## src/hw/lcs_pkg.sv

```systemverilog
// constants, command codes and carrier types of the lcd serial port
// assumes a 200 MHz system clock; pins arrive unsynchronised
package lcs_pkg;
  // clock and derived time figures
  localparam int SYS_CLK_HZ = 200_000_000;
  localparam int TB_SRC_HZ = 32768; // time base source after prescale
  localparam int TONE_HI_HZ = 4000; // high tone
  localparam int TB_DIV_DEF = SYS_CLK_HZ / TB_SRC_HZ;
  localparam int TONE_HALF_DEF = SYS_CLK_HZ / (2 * TONE_HI_HZ);
  // frame layout
  localparam int MODE_BITS = 3;
  localparam int ADDR_BITS = 5;
  localparam int DATA_BITS = 4;
  localparam int CMD_BITS = 9; // eight code bits and one spare
  localparam int RAM_WORDS = 32;
  localparam logic [2:0] MODE_WRITE = 3'h5;
  localparam logic [2:0] MODE_READ = 3'h6;
  localparam logic [2:0] MODE_CMD = 3'h4;
  // command codes
  localparam logic [7:0] CMD_SYS_DIS = 8'h00;
  localparam logic [7:0] CMD_SYS_EN = 8'h01;
  localparam logic [7:0] CMD_WDT_DIS = 8'h05;
  localparam logic [7:0] CMD_TIMER_EN = 8'h06;
  localparam logic [7:0] CMD_WDT_EN = 8'h07;
  localparam logic [7:0] CMD_TONE_OFF = 8'h08;
  localparam logic [7:0] CMD_TONE_ON = 8'h09;
  localparam logic [7:0] CMD_CLR_TIMER = 8'h0d;
  localparam logic [7:0] CMD_CLR_WDT = 8'h0f;
  localparam logic [7:0] CMD_SRC_XTAL = 8'h14;
  localparam logic [7:0] CMD_SRC_RC = 8'h18;
  localparam logic [7:0] CMD_SRC_EXT = 8'h1c;
  localparam logic [7:0] CMD_TONE4K = 8'h40;
  localparam logic [7:0] CMD_TONE2K = 8'h60;
  localparam logic [7:0] CMD_IRQ_DIS = 8'h80;
  localparam logic [7:0] CMD_IRQ_EN = 8'h88;
  localparam logic [3:0] GRP_DUTY = 4'h2; // low two bits: coms minus two
  localparam logic [3:0] GRP_TBSEL = 4'ha; // low three bits: n
  // clock sources and com counts
  localparam logic [1:0] SRC_RC = 2'h0;
  localparam logic [1:0] SRC_XTAL = 2'h1;
  localparam logic [1:0] SRC_EXT = 2'h2;
  localparam logic [1:0] COMS_MAX = 2'h2; // four commons
  // serial states
  typedef enum logic [2:0] {ST_MODE, ST_ADDRW, ST_ADDRR, ST_WDATA, ST_RDATA, ST_CMD, ST_DEAD} lcs_state_e;
  // configuration carried to the display side
  typedef struct packed {
    logic sysEn;
    logic tbRun;
    logic wdtMode;
    logic irqEn;
    logic toneOn;
    logic tone4k;
    logic [2:0] tbSel;
    logic [1:0] clkSrc;
    logic [1:0] comSel;
  } lcs_cfg_s;
  localparam lcs_cfg_s CFG_RESET = '{1'b0, 1'b0, 1'b0, 1'b0, 1'b0, 1'b0, 3'h0, SRC_RC, COMS_MAX};
endpackage

```

## src/hw/lcs_serial_port.sv

```systemverilog
// serial host port, display ram, time base, watchdog and tone of the lcd controller
// assumes csN, wrN, rdN and data come from pins of another clock domain
// How it works
// - chip select high: transfers ignored
// - chip select high resets serial logic
// - transfers only while chip select low
// - read strobe falling edge launches next bit
// - write strobe rising edge samples data line
// - interrupt pin is open drain, pulls low
// - differential tone pair, 2 or 4 kHz
// - clock source selectable: rc, crystal, external
// - 32x4 ram, address auto increments
// - two, three or four commons selectable
// - eight selectable time base clock rates
// - watchdog timeout holds interrupt low until cleared
// - tone pins low when disabled or off
module lcs_serial_port #(
  parameter int TB_DIV = lcs_pkg::TB_DIV_DEF,
  parameter int TONE_HALF = lcs_pkg::TONE_HALF_DEF
) (
  // clock and reset
  input wire logic sys_clk,
  input wire logic rst,
  // host serial pins
  input wire logic csN,
  input wire logic wrN,
  input wire logic rdN,
  input wire logic dataIn,
  output logic dataOut,
  output logic dataOeN,
  // open drain interrupt pin
  output logic irqOut,
  output logic irqOeN,
  // tone_output_pair
  output logic toneP,
  output logic toneN,
  // configuration and status
  output lcs_pkg::lcs_cfg_s cfg,
  output logic wdtFlag
);
  localparam int PRE_W = $clog2(TB_DIV);
  localparam int TONE_W = $clog2(TONE_HALF);

  // pin synchronisers: {cs, wr, rd, data}
  logic [3:0] pinS1_q, pinS2_q, pinS3_q;
  logic csHigh, wrRise, rdFall, din;

  always_ff @(posedge sys_clk or posedge rst) begin
    if (rst) begin
      pinS1_q <= 4'hf;
      pinS2_q <= 4'hf;
      pinS3_q <= 4'hf;
    end else begin
      pinS1_q <= {csN, wrN, rdN, dataIn};
      pinS2_q <= pinS1_q;
      pinS3_q <= pinS2_q;
    end
  end

  // edge finding on the second and third stages only
  assign csHigh = pinS2_q[3];
  assign din = pinS2_q[0];
  assign wrRise = pinS2_q[2] && !pinS3_q[2];
  assign rdFall = !pinS2_q[1] && pinS3_q[1];

  // display ram, one nibble per address
  logic [lcs_pkg::DATA_BITS-1:0] ram [lcs_pkg::RAM_WORDS];
  logic [lcs_pkg::DATA_BITS-1:0] ramQ, wdat;
  logic ramWe;

  // serial state
  lcs_pkg::lcs_state_e state_q, state_d;
  logic [3:0] bitCnt_q, bitCnt_d; // bit position in field
  logic [8:0] shift_q, shift_d; // received bits
  logic [lcs_pkg::ADDR_BITS-1:0] addr_q, addr_d;
  logic dataOut_q, dataOut_d;
  logic dataOeN_q, dataOeN_d;
  lcs_pkg::lcs_cfg_s cfg_q, cfg_d;
  logic clrWdt, clrTmr; // one-cycle clear commands
  logic [7:0] cmd;
  assign cmd = shift_q[7:0];
  // ram read port at the current access address
  assign ramQ = ram[addr_q];

  // serial next state
  always_comb begin
    state_d = state_q;
    bitCnt_d = bitCnt_q;
    shift_d = shift_q;
    addr_d = addr_q;
    dataOut_d = dataOut_q;
    cfg_d = cfg_q;
    ramWe = 1'b0;
    wdat = {din, shift_q[3:1]};
    clrWdt = 1'b0;
    clrTmr = 1'b0;
    if (csHigh) begin
      // deselected: drop partial bits, back to mode field
      state_d = lcs_pkg::ST_MODE;
      bitCnt_d = 4'h0;
      shift_d = 9'h000;
    end else if (wrRise) begin
      // sample data line on write strobe rise
      shift_d = {shift_q[7:0], din};
      bitCnt_d = bitCnt_q + 4'h1;
      case (state_q)
        lcs_pkg::ST_MODE: begin
          if (bitCnt_q == 4'(lcs_pkg::MODE_BITS - 1)) begin
            bitCnt_d = 4'h0;
            // decode mode field
            if ({shift_q[1:0], din} == lcs_pkg::MODE_WRITE) begin
              state_d = lcs_pkg::ST_ADDRW;
            end else if ({shift_q[1:0], din} == lcs_pkg::MODE_READ) begin
              state_d = lcs_pkg::ST_ADDRR;
            end else if ({shift_q[1:0], din} == lcs_pkg::MODE_CMD) begin
              state_d = lcs_pkg::ST_CMD;
            end else begin
              state_d = lcs_pkg::ST_DEAD;
            end
          end
        end
        lcs_pkg::ST_ADDRW, lcs_pkg::ST_ADDRR: begin
          if (bitCnt_q == 4'(lcs_pkg::ADDR_BITS - 1)) begin
            // address complete, msb first
            bitCnt_d = 4'h0;
            addr_d = {shift_q[3:0], din};
            state_d = (state_q == lcs_pkg::ST_ADDRW) ? lcs_pkg::ST_WDATA : lcs_pkg::ST_RDATA;
          end
        end
        lcs_pkg::ST_WDATA: begin
          // nibble arrives lsb first
          shift_d = {5'h00, wdat};
          if (bitCnt_q == 4'(lcs_pkg::DATA_BITS - 1)) begin
            bitCnt_d = 4'h0;
            ramWe = 1'b1;
            addr_d = addr_q + 5'h01;
          end
        end
        lcs_pkg::ST_CMD: begin
          if (bitCnt_q == 4'(lcs_pkg::CMD_BITS - 1)) begin
            // ninth bit is spare; execute the eight before it
            bitCnt_d = 4'h0;
            case (cmd)
              lcs_pkg::CMD_SYS_DIS: cfg_d.sysEn = (cfg_q.clkSrc == lcs_pkg::SRC_EXT);
              lcs_pkg::CMD_SYS_EN: cfg_d.sysEn = 1'b1;
              lcs_pkg::CMD_WDT_DIS: cfg_d.tbRun = 1'b0;
              lcs_pkg::CMD_TIMER_EN: begin
                cfg_d.tbRun = 1'b1;
                cfg_d.wdtMode = 1'b0;
              end
              lcs_pkg::CMD_WDT_EN: begin
                cfg_d.tbRun = 1'b1;
                cfg_d.wdtMode = 1'b1;
              end
              lcs_pkg::CMD_TONE_OFF: cfg_d.toneOn = 1'b0;
              lcs_pkg::CMD_TONE_ON: cfg_d.toneOn = 1'b1;
              lcs_pkg::CMD_CLR_TIMER: clrTmr = 1'b1;
              lcs_pkg::CMD_CLR_WDT: clrWdt = 1'b1;
              lcs_pkg::CMD_SRC_XTAL: cfg_d.clkSrc = lcs_pkg::SRC_XTAL;
              lcs_pkg::CMD_SRC_RC: cfg_d.clkSrc = lcs_pkg::SRC_RC;
              lcs_pkg::CMD_SRC_EXT: cfg_d.clkSrc = lcs_pkg::SRC_EXT;
              lcs_pkg::CMD_TONE4K: cfg_d.tone4k = 1'b1;
              lcs_pkg::CMD_TONE2K: cfg_d.tone4k = 1'b0;
              lcs_pkg::CMD_IRQ_DIS: cfg_d.irqEn = 1'b0;
              lcs_pkg::CMD_IRQ_EN: cfg_d.irqEn = 1'b1;
              default: begin
                // grouped commands carry an argument
                if (cmd[7:4] == lcs_pkg::GRP_DUTY && cmd[1:0] <= lcs_pkg::COMS_MAX) begin
                  cfg_d.comSel = cmd[1:0];
                end else if (cmd[7:4] == lcs_pkg::GRP_TBSEL) begin
                  cfg_d.tbSel = cmd[2:0];
                end
              end
            endcase
          end
        end
        default: bitCnt_d = 4'h0; // read data state and dead frame ignore writes
      endcase
    end else if (rdFall && state_q == lcs_pkg::ST_RDATA) begin
      // launch next ram bit; held until the next fall for the host
      dataOut_d = ramQ[bitCnt_q[1:0]];
      bitCnt_d = bitCnt_q + 4'h1;
      if (bitCnt_q == 4'(lcs_pkg::DATA_BITS - 1)) begin
        bitCnt_d = 4'h0;
        addr_d = addr_q + 5'h01;
      end
    end
    // drive data only in a selected read
    dataOeN_d = !(state_d == lcs_pkg::ST_RDATA && !csHigh);
  end

  // serial registers
  always_ff @(posedge sys_clk or posedge rst) begin
    if (rst) begin
      state_q <= lcs_pkg::ST_MODE;
      bitCnt_q <= 4'h0;
      shift_q <= 9'h000;
      addr_q <= 5'h00;
      dataOut_q <= 1'b0;
      dataOeN_q <= 1'b1;
      cfg_q <= lcs_pkg::CFG_RESET;
    end else begin
      state_q <= state_d;
      bitCnt_q <= bitCnt_d;
      shift_q <= shift_d;
      addr_q <= addr_d;
      dataOut_q <= dataOut_d;
      dataOeN_q <= dataOeN_d;
      cfg_q <= cfg_d;
    end
  end

  // ram write port
  always_ff @(posedge sys_clk) begin
    if (ramWe) begin
      ram[addr_q] <= wdat;
    end
  end

  // time base, watchdog and tone state
  logic [PRE_W-1:0] preCnt_q, preCnt_d; // 32 kHz prescaler
  logic [6:0] divCnt_q, divCnt_d; // 2^n divider
  logic [7:0] tbCnt_q, tbCnt_d; // shared eight-stage counter
  logic [1:0] wdtCnt_q, wdtCnt_d;
  logic wdtFlag_q, wdtFlag_d;
  logic [TONE_W-1:0] toneCnt_q, toneCnt_d;
  logic toneSkip_q, toneSkip_d; // halves the rate for 2 kHz
  logic toneP_q, toneP_d, toneN_q, toneN_d;
  logic irqOeN_q, irqOeN_d;
  logic tick32, tbTick, tbOvf, toneEn;
  logic [6:0] selMask;

  // timer next state
  always_comb begin
    preCnt_d = preCnt_q;
    divCnt_d = divCnt_q;
    tbCnt_d = tbCnt_q;
    wdtCnt_d = wdtCnt_q;
    wdtFlag_d = wdtFlag_q;
    selMask = 7'((8'h01 << cfg_q.tbSel) - 8'h01);
    tick32 = cfg_q.sysEn && cfg_q.tbRun && preCnt_q == PRE_W'(TB_DIV - 1);
    tbTick = tick32 && ((divCnt_q & selMask) == selMask);
    tbOvf = tbTick && tbCnt_q == 8'hff;
    if (cfg_q.sysEn && cfg_q.tbRun) begin
      preCnt_d = tick32 ? '0 : preCnt_q + PRE_W'(1);
    end
    if (tick32) begin
      divCnt_d = divCnt_q + 7'h01;
    end
    if (tbTick) begin
      tbCnt_d = tbCnt_q + 8'h01;
    end
    if (tbOvf) begin
      wdtCnt_d = wdtCnt_q + 2'h1;
    end
    if (clrTmr || clrWdt) begin
      // clear the shared counter
      preCnt_d = '0;
      divCnt_d = 7'h00;
      tbCnt_d = 8'h00;
    end
    if (clrWdt) begin
      wdtCnt_d = 2'h0;
      wdtFlag_d = 1'b0;
    end
    // timeout sets after the watchdog clear so the set wins; a timer clear blocks it
    if (tbOvf && wdtCnt_q == 2'h3 && !clrTmr) begin
      wdtFlag_d = 1'b1;
    end
    // tone generator
    toneEn = cfg_q.sysEn && cfg_q.toneOn;
    toneCnt_d = toneCnt_q;
    toneSkip_d = toneSkip_q;
    toneP_d = toneP_q;
    toneN_d = toneN_q;
    if (!toneEn) begin
      toneCnt_d = '0;
      toneSkip_d = 1'b0;
      toneP_d = 1'b0;
      toneN_d = 1'b0;
    end else if (toneCnt_q == TONE_W'(TONE_HALF - 1)) begin
      toneCnt_d = '0;
      toneSkip_d = !toneSkip_q;
      if (cfg_q.tone4k || toneSkip_q) begin
        toneP_d = !toneP_q;
      end
      toneN_d = !toneP_d;
    end else begin
      toneCnt_d = toneCnt_q + TONE_W'(1);
      toneN_d = !toneP_q;
    end
    // pull irq low on watchdog flag or time base output
    irqOeN_d = !(cfg_q.irqEn && (cfg_q.wdtMode ? wdtFlag_q : tbCnt_q[7]));
  end

  // timer registers
  always_ff @(posedge sys_clk or posedge rst) begin
    if (rst) begin
      preCnt_q <= '0;
      divCnt_q <= 7'h00;
      tbCnt_q <= 8'h00;
      wdtCnt_q <= 2'h0;
      wdtFlag_q <= 1'b0;
      toneCnt_q <= '0;
      toneSkip_q <= 1'b0;
      toneP_q <= 1'b0;
      toneN_q <= 1'b0;
      irqOeN_q <= 1'b1;
    end else begin
      preCnt_q <= preCnt_d;
      divCnt_q <= divCnt_d;
      tbCnt_q <= tbCnt_d;
      wdtCnt_q <= wdtCnt_d;
      wdtFlag_q <= wdtFlag_d;
      toneCnt_q <= toneCnt_d;
      toneSkip_q <= toneSkip_d;
      toneP_q <= toneP_d;
      toneN_q <= toneN_d;
      irqOeN_q <= irqOeN_d;
    end
  end

  // outputs straight from flops; irq data flop only ever holds low
  logic irqOut_q;
  always_ff @(posedge sys_clk or posedge rst) begin
    if (rst) begin
      irqOut_q <= 1'b0;
    end else begin
      irqOut_q <= 1'b0;
    end
  end
  assign irqOut = irqOut_q;
  assign irqOeN = irqOeN_q;
  assign dataOut = dataOut_q;
  assign dataOeN = dataOeN_q;
  assign toneP = toneP_q;
  assign toneN = toneN_q;
  assign cfg = cfg_q;
  assign wdtFlag = wdtFlag_q;

  // checks
  AST_CS_RESET: assert property (@(posedge sys_clk) disable iff (rst)
    csHigh |=> state_q == lcs_pkg::ST_MODE && bitCnt_q == 4'h0) else $error("serial not reset");
  AST_CS_NO_WRITE: assert property (@(posedge sys_clk) disable iff (rst)
    csHigh |-> !ramWe && !clrWdt && !clrTmr) else $error("transfer while deselected");
  AST_OE_READ: assert property (@(posedge sys_clk) disable iff (rst)
    !dataOeN_q |-> $past(state_d) == lcs_pkg::ST_RDATA && !$past(csHigh)) else $error("data driven outside read");
  AST_RD_LAUNCH: assert property (@(posedge sys_clk) disable iff (rst)
    rdFall && !csHigh && state_q == lcs_pkg::ST_RDATA |=> dataOut_q == $past(ramQ[bitCnt_q[1:0]]))
    else $error("read bit not launched");
  AST_WR_SAMPLE: assert property (@(posedge sys_clk) disable iff (rst)
    wrRise && !csHigh && state_q == lcs_pkg::ST_WDATA |=> shift_q[3] == $past(din)) else $error("write bit lost");
  AST_ADDR_INC: assert property (@(posedge sys_clk) disable iff (rst)
    ramWe |=> addr_q == $past(addr_q) + 5'h01) else $error("address did not advance");
  AST_IRQ_OD: assert property (@(posedge sys_clk) disable iff (rst)
    !irqOut_q) else $error("irq driven high");
  AST_TONE_OFF: assert property (@(posedge sys_clk) disable iff (rst)
    !(cfg_q.sysEn && cfg_q.toneOn) |=> !toneP_q && !toneN_q) else $error("tone not low");
  AST_TONE_DIFF: assert property (@(posedge sys_clk) disable iff (rst)
    toneEn ##1 toneEn |=> toneP_q != toneN_q) else $error("tone pair not differential");
  AST_WDT_HOLD: assert property (@(posedge sys_clk) disable iff (rst)
    wdtFlag_q && cfg_q.irqEn && cfg_q.wdtMode |=> !irqOeN_q) else $error("irq released early");
  COV_WRITE: cover property (@(posedge sys_clk) disable iff (rst) ramWe);
  COV_READ: cover property (@(posedge sys_clk) disable iff (rst) rdFall && state_q == lcs_pkg::ST_RDATA);
  COV_WDT: cover property (@(posedge sys_clk) disable iff (rst) !irqOeN_q && wdtFlag_q);
  COV_TONE: cover property (@(posedge sys_clk) disable iff (rst) toneP_q && cfg_q.tone4k);
endmodule

```

## config.mk

```make
export PLATFORM = sky130hd
export DESIGN_NAME = lcs_serial_port
export DESIGN_NICKNAME = d
export VERILOG_FILES = /design/src/hw/lcs_pkg.sv /design/src/hw/lcs_serial_port.sv
export SDC_FILE = /design/constraint.sdc
export NUM_CORES = 1
export LEC_CHECK = 0
export ABC_AREA = 1
export BUFFER_PORTS_ARGS = -buffer_cell sky130_fd_sc_hd__clkbuf_2
export CAP_MARGIN = 20
export CORE_MARGIN = 2
export CORE_UTILIZATION = 40
export DETAILED_ROUTE_END_ITERATION = 8
export PLACE_DENSITY = 0.68
export RECOVER_POWER = 50
export SETUP_SLACK_MARGIN = 0.3
export SLEW_MARGIN = 20
export SYNTH_ARGS = -nofsm -noshare
export SYNTH_HDL_FRONTEND = slang
export SYNTH_SLANG_ARGS = --single-unit
```

## constraint.sdc

```tcl
create_clock -name sys_clk -period 2.48 [get_ports sys_clk]
set_input_delay 0.124 -clock sys_clk [delete_from_list [all_inputs] [get_ports sys_clk]]
set_output_delay 0.124 -clock sys_clk [all_outputs]
set_load 0.03 [all_outputs]
```

# After elaboration in Yosys (flattened, before gate mapping)
# Memory sizes are Yosys's and may differ from the RTL's.
# Index checks and enable logic that the tools add are counted.
dict set report op_classes {
  addsub 8
  multipliers 0
  div_mod_pow 0
  magnitude_cmp 2
  n_eq_ne 39
  shifts 1
  muxes 73
  bitwise 5
  reduce_logical 55
}
# operator count
set op_table {}
lappend op_table {{$mux W8} 5}
lappend op_table {{$mux W13} 3}
lappend op_table {{$reduce_and A5 Y1} 7}
lappend op_table {{$eq A8 B4 Y1 const B} 4}
lappend op_table {{$mux W15} 2}
lappend op_table {{$mux W1} 29}
lappend op_table {{$mux W4} 7}
lappend op_table {{$reduce_bool A2 Y1} 13}
lappend op_table {{$eq A8 B3 Y1 const B} 3}
lappend op_table {{$eq A8 B5 Y1 const B} 3}
lappend op_table {{$eq A8 B8 Y1 const B} 3}
lappend op_table {{$mux W3} 7}
lappend op_table {{$mux W5} 4}
lappend op_table {{$eq A3 B3 Y1 const B} 6}
lappend op_table {{$eq A8 B7 Y1 const B} 2}
lappend op_table {{$pmux W4 S4} 1}
lappend op_table {{$reduce_or A16 Y1} 1}
lappend op_table {{$add A15 B1 Y15 const B} 1}
lappend op_table {{$eq A15 B15 Y1 const B} 1}
lappend op_table {{$mux W7} 2}
lappend op_table {{$add A13 B1 Y13 const B} 1}
lappend op_table {{$eq A13 B13 Y1 const B} 1}
lappend op_table {{$logic_and A1 B1 Y1} 13}
lappend op_table {{$eq A4 B2 Y1 const B} 3}
lappend op_table {{37 further kinds} 61}
dict set report word_totals {
  reg_bits 96
  latchBits 0
  ramBits 128
  romBits 0
  in_bits 6
  output_inout_bits 20
  wordCells 212
  memories 1
}
# memory words word_bits rd rd_clocked_by_memory_dff wr line
set memory_table {}
lappend memory_table {ram 32 4 1 0 1 lcs_serial_port.sv:67} ;# logic [lcs_pkg::DATA_BITS-1:0] ram [lcs_pkg::RAM_WORDS];

# Depth between registers and ports, before layout
dict set report depth {
  ltp_word 11
  ltp_mapped 15
  ltp_nobuf 13
}

# Worst setup path after synthesis
# No wires, ideal clock.
dict set report synth_timing {
  kind {register -> register}
  from {register cfg_q, in the netlist cfg[5]}
  to {register tbCnt_q[1]}
  setup_time_ns 0.083
  t_arrival_ns 2.012
  setup_slack_ns 0.386
  stages_incl_launch_ff 14
  synth_period_minus_slack_ns 2.094
  path_cell_list {dfrtp_1 -> buf_2 -> nor2_1 -> nand2_1 -> ha_1 -> o21bai_1 -> nand3_1 -> nand3_1 -> nor2_1 -> nand2_1 -> nand2_2 -> buf_6 -> nand3_1 -> o21ai_0}
}
dict set report synth_between {
  elab_chain_cells 6
}
# item line
set synth_lines {}
lappend synth_lines {{start: declaration} lcs_serial_port.sv:78} ;# lcs_pkg::lcs_cfg_s cfg_q, cfg_d;
lappend synth_lines {{start signal: assignment} lcs_serial_port.sv:201} ;# cfg_q <= lcs_pkg::CFG_RESET;
lappend synth_lines {{start signal: assignment} lcs_serial_port.sv:209} ;# cfg_q <= cfg_d;
lappend synth_lines {{$shl A1 B3 Y7 (*)} lcs_serial_port.sv:240} ;# selMask = 7'((8'h01 << cfg_q.tbSel) - 8'h01);
lappend synth_lines {{$sub A7 B1 Y7 (*)} lcs_serial_port.sv:240}
lappend synth_lines {{$and A7 B7 Y7} lcs_serial_port.sv:242} ;# tbTick = tick32 && ((divCnt_q & selMask) == selMask);
lappend synth_lines {{$eq A7 B7 Y1 (*)} lcs_serial_port.sv:242}
lappend synth_lines {{$logic_and A1 B1 Y1 (*)} lcs_serial_port.sv:242}
lappend synth_lines {{$reduce_bool A2 Y1 (no line) (*)} n/a}
lappend synth_lines {{end signal: assignment} lcs_serial_port.sv:312} ;# tbCnt_q <= tbCnt_d;
lappend synth_lines {{end: declaration} lcs_serial_port.sv:223} ;# logic [7:0] tbCnt_q, tbCnt_d;
# Mark *: on every way between the ends. The rest lies on a longest branch, timed or not.
# A chain may end at the register's enable or synchronous reset.

# Worst setup path in the final report
dict set report layout_timing {
  from {register pinS2_q[2]}
  to {memory ram[4][1] in the netlist's numbering, enable pin}
}
dict set report layout_between {
  elab_chain_cells 5
}
# item line
set layout_lines {}
lappend layout_lines {{start: declaration} lcs_serial_port.sv:45} ;# logic [3:0] pinS1_q, pinS2_q, pinS3_q;
lappend layout_lines {{start signal: assignment} lcs_serial_port.sv:55} ;# pinS2_q <= pinS1_q;
lappend layout_lines {{$logic_and A1 B1 Y1} lcs_serial_port.sv:63} ;# assign wrRise = pinS2_q[2] && !pinS3_q[2];
lappend layout_lines {{$mux W1} lcs_serial_port.sv:102} ;# end else if (wrRise) begin
lappend layout_lines {{$mux W1} lcs_serial_port.sv:97} ;# if (csHigh) begin
lappend layout_lines {{$mux W1} lcs_serial_port.sv:215} ;# if (ramWe) begin
lappend layout_lines {{$mux W1 (implied by the code)} lcs_serial_port.sv:216} ;# ram[addr_q] <= wdat;
lappend layout_lines {{end: declaration} lcs_serial_port.sv:67}
# Every way passes these cells.

==> metrics.yaml <==
cp_cell_sequence: "inv_1, nor2_4, nand2_2, inv_1, nand2_1, nor2_4, nand2_1, buf_4, nor2_2"
grt_util_met3_pct: 3.00
start_kind: "register"
nets: 1273
syn_area_per_cell_um2: 8.95
cts_tree: "yes"
use_met1_pct: 23.8
cts.sinks: 223
clock_latency_ns: 0.53
fin_area_mm2: 0.0124
netlist.area_leader.share_pct: 35.9
grt_first_pass_wirelength_um: 40300
grt_pass1_vias: 8052
synthesis.nets: 1216
die_y_um: 168
clkPwrFrac_pct: 41.1
max_cap_viol_count: 1
synthToLayoutAreaGrowth_pct: 15.9
maxSlewHeadroom_pct: -2.98
post-dp-hpwl_um: 15800
crit_fanout: 7
synth_largest_area_cell: "edfxtp_1"
violations: "max-capacitance violations, max-slew violations"
dr.pass1.iters: 7
drtIter0Drc: 619
post-route-min-period_ns: 2.03
hold_path.class: "input port to register"
wl_um: 23900
rows: 59
hold_depth: 2
ys_ff_latch: 223
via_per_inst: 5.11
synth_edf_count: 128
synth_warnings: 0
synth_commonest_cells: "308 x nand2_1, 164 x inv_1, 134 x nor2_1, 128 x edfxtp_1, 95 x nand3_1"
switchingPower_w: 0.00253
port_buffers: 24
busiest_layer: "met2"
diodes: 0
yosysSeqAreaShare_pct: 58.2
antenna_found_initial: 0
cts_buffer_depth: 3
numCtsBuffers: 25
placed_area_mm2: 0.0113
critPathMaxStageDelay_ns: 0.52
die_area_mm2: 0.0281
p_leak_nw: 5.43
cts_root_buf: "clkbuf_16"
p_sw_share_pct: 27.3
internal_power_w: 0.00674
crit_required_ns: 2.69
status: "finished with violations"
dominantRegCellSynth: "edfxtp_1"
cp-end-kind: "register"
drc: 0
track_usage_pct: 17.5
core_area_mm2: 0.0262
n_fill_cell: 2385
synthesis.instances: 1196
tns_ns: 0
setup_viol: 0
final_antenna_net_count: 0
seqPwrFrac_pct: 43.4
clk_pin_slew_ns: 0.06
drive_above_1_share_pct: 13.4
synth.area.top_cells: "edfxtp_1 36%, dfrtp_1 19%, nand2_1 11%"
drt-wirelength-per-cell_um: 14.9
fmax_mhz: 494
post-route-util_pct: 47.4
use_met2_pct: 29.1
yosysMostFrequentCell: "nand2_1"
powerDensity_mw_per_mm2: 747
min_period_over_period_pct: 81.7
rsz0062_at_grt: "false"
netlist_area_mm2: 0.0107
tightest_slew_ns: 1.54
grt-ovfl-total: 0
vias: 8214
hold_viol: 0
io_pins: 26
yosysUniqueCellTypes: 44
vdd_ir_drop_max_mv: 0.581
initial_core_util_pct: 40.9
critPathKind: "register to register"
clock_skew_ns: 0.00853
r2r_cells: 9
crit_slowest_cell: "dfstp_2"
grt_max_degree: 72
htreeDepth: 1
arrival_ns: 2.23
place.gp.congestion: 0.920
slew_viol_final: 33
die_w_um: 168
comb_power_share_pct: 15.5
async_reset_ff_share_pct: 42.6
-- worst max-delay path, delay by kind of cell (launching register included) --
family | cells | cell delay, ns
buffers and inverters | 3 | 0.32
and+or+nand+nor | 6 | 0.87
DFF | 1 | 0.52
-- stage by stage --
step	hold WS (ns)	power [W]	setup slack (ns)	cells
2_1_floorplan	0.128	0.00503	0.386	1196
3_5_place_dp	0.213	0.00548	0.0416	1551
3_3_place_gp	0.211	0.00547	0.191	1551
5_1_grt	0.222	0.00970	0.261	1607
6_report	0.233	0.00927	0.455	1607
4_1_cts	0.215	0.00931	0.297	1603
-- routing by layer --
layer | part of all wire [%] | vias up
met5 | 0 | -
met4 | 1.9 | 0
met3 | 6.1 | 35
met2 | 47 | 242
met1 | 45 | 3884
li1 | - | 4053
-- cell usage in the layout, fill, tap and decap left out, types with 5 or more instances in the layout --
cell           netlist  routed
a21oi_1             32      32
buf_4                1      21
clkbuf_1            10       7
clkbuf_16            0      25
clkbuf_2             0      24
clkinv_2             0       6
dfrtp_1             82      78
dfstp_2             13      10
dlygate4sd3_1        0       5
edfxtp_1           128     128
ha_1                14      13
inv_1              164     162
nand2_1            308     305
nand2_2              3       5
nand3_1             95      94
nand3b_1             8       8
nand4_1             23      23
nor2_1             134     101
nor2_2               5      35
nor3_1              27      25
nor4_1               5       5
o211ai_1             5       5
o21ai_0             57      57
o21ai_1              7       7
o22ai_1              7       7
xor2_1              14      14
-- registers in the layout, indices dropped and copies added (netlist names), 2 cells and up --
signal     count
toneCnt_q     15
pinS1_q        4
shift_q        8
pinS2_q        4
tbCnt_q        8
divCnt_q       7
preCnt_q      13
state_q        3
pinS3_q        2
cfg           13
bitCnt_q       4
addr_q         5
wdtCnt_q       2
ram          128
-- path summary, 6_finish.rpt --
path                       startpoint          end  slack (ns)
max in group asynchronous         rst       cfg[4]        0.60
max reg2reg                pinS2_q[2]    ram[4][1]        0.45
min in group asynchronous         rst  preCnt_q[9]        0.50
min                               csN   pinS1_q[3]        0.23
min reg2reg                pinS1_q[0]   pinS2_q[0]        0.36
max                        pinS2_q[2]    ram[4][1]        0.45
-- power by group through the flow --
stage	sequential, W	clock, W	combinational, W
2_1_floorplan	0.00407	0	0.000958
3_3_place_gp	0.00409	0	0.00139
3_5_place_dp	0.00409	0	0.00139
4_1_cts	0.00402	0.00388	0.00141
5_1_grt	0.00403	0.00404	0.00163
6_report	0.00402	0.00381	0.00144
-- area by class of cell --
| cell class | count | area, µm² | area share [%] |
|---|---|---|---|
| Clock inverter | 16 | 191 | 1.54 |
| Sequential cell | 223 | 6240 | 50.3 |
| Clock buffer | 30 | 664 | 5.35 |
| Tap cell | 335 | 419 | 3.38 |
| Multi-Input combinational cell | 776 | 3820 | 30.8 |
| Timing Repair Buffer | 60 | 445 | 3.59 |
| Inverter | 167 | 633 | 5.10 |
-- cell families (layout without fill, tap and decap cells) --
group	Yosys count	in the layout	share of synthesized area, %
AO/OA/AOI/OAI	124	124	6.41
AND/OR/NAND/NOR	622	622	25.2
adder cells (fa/ha/maj)	14	14	1.64
other	1	1	0.0350
buffers and inverters	197	273	7.28
multiplexers	1	1	0.0935
XOR/XNOR	14	14	1.15
flip-flops	223	223	58.2
-- what timing repair did --
item | 4_1_cts | 5_1_grt
gates resized for setup | 14 | 39
setup buffers | 1 | 4
hold buffers | 5 | 0
cloned | 0 | 0
pin swaps | 0 | 3
hold endpoints to repair | 29 | 0
endpoints found under the setup margin | 127 | 142
No activity file was read; power rests on OpenSTA's default activity.
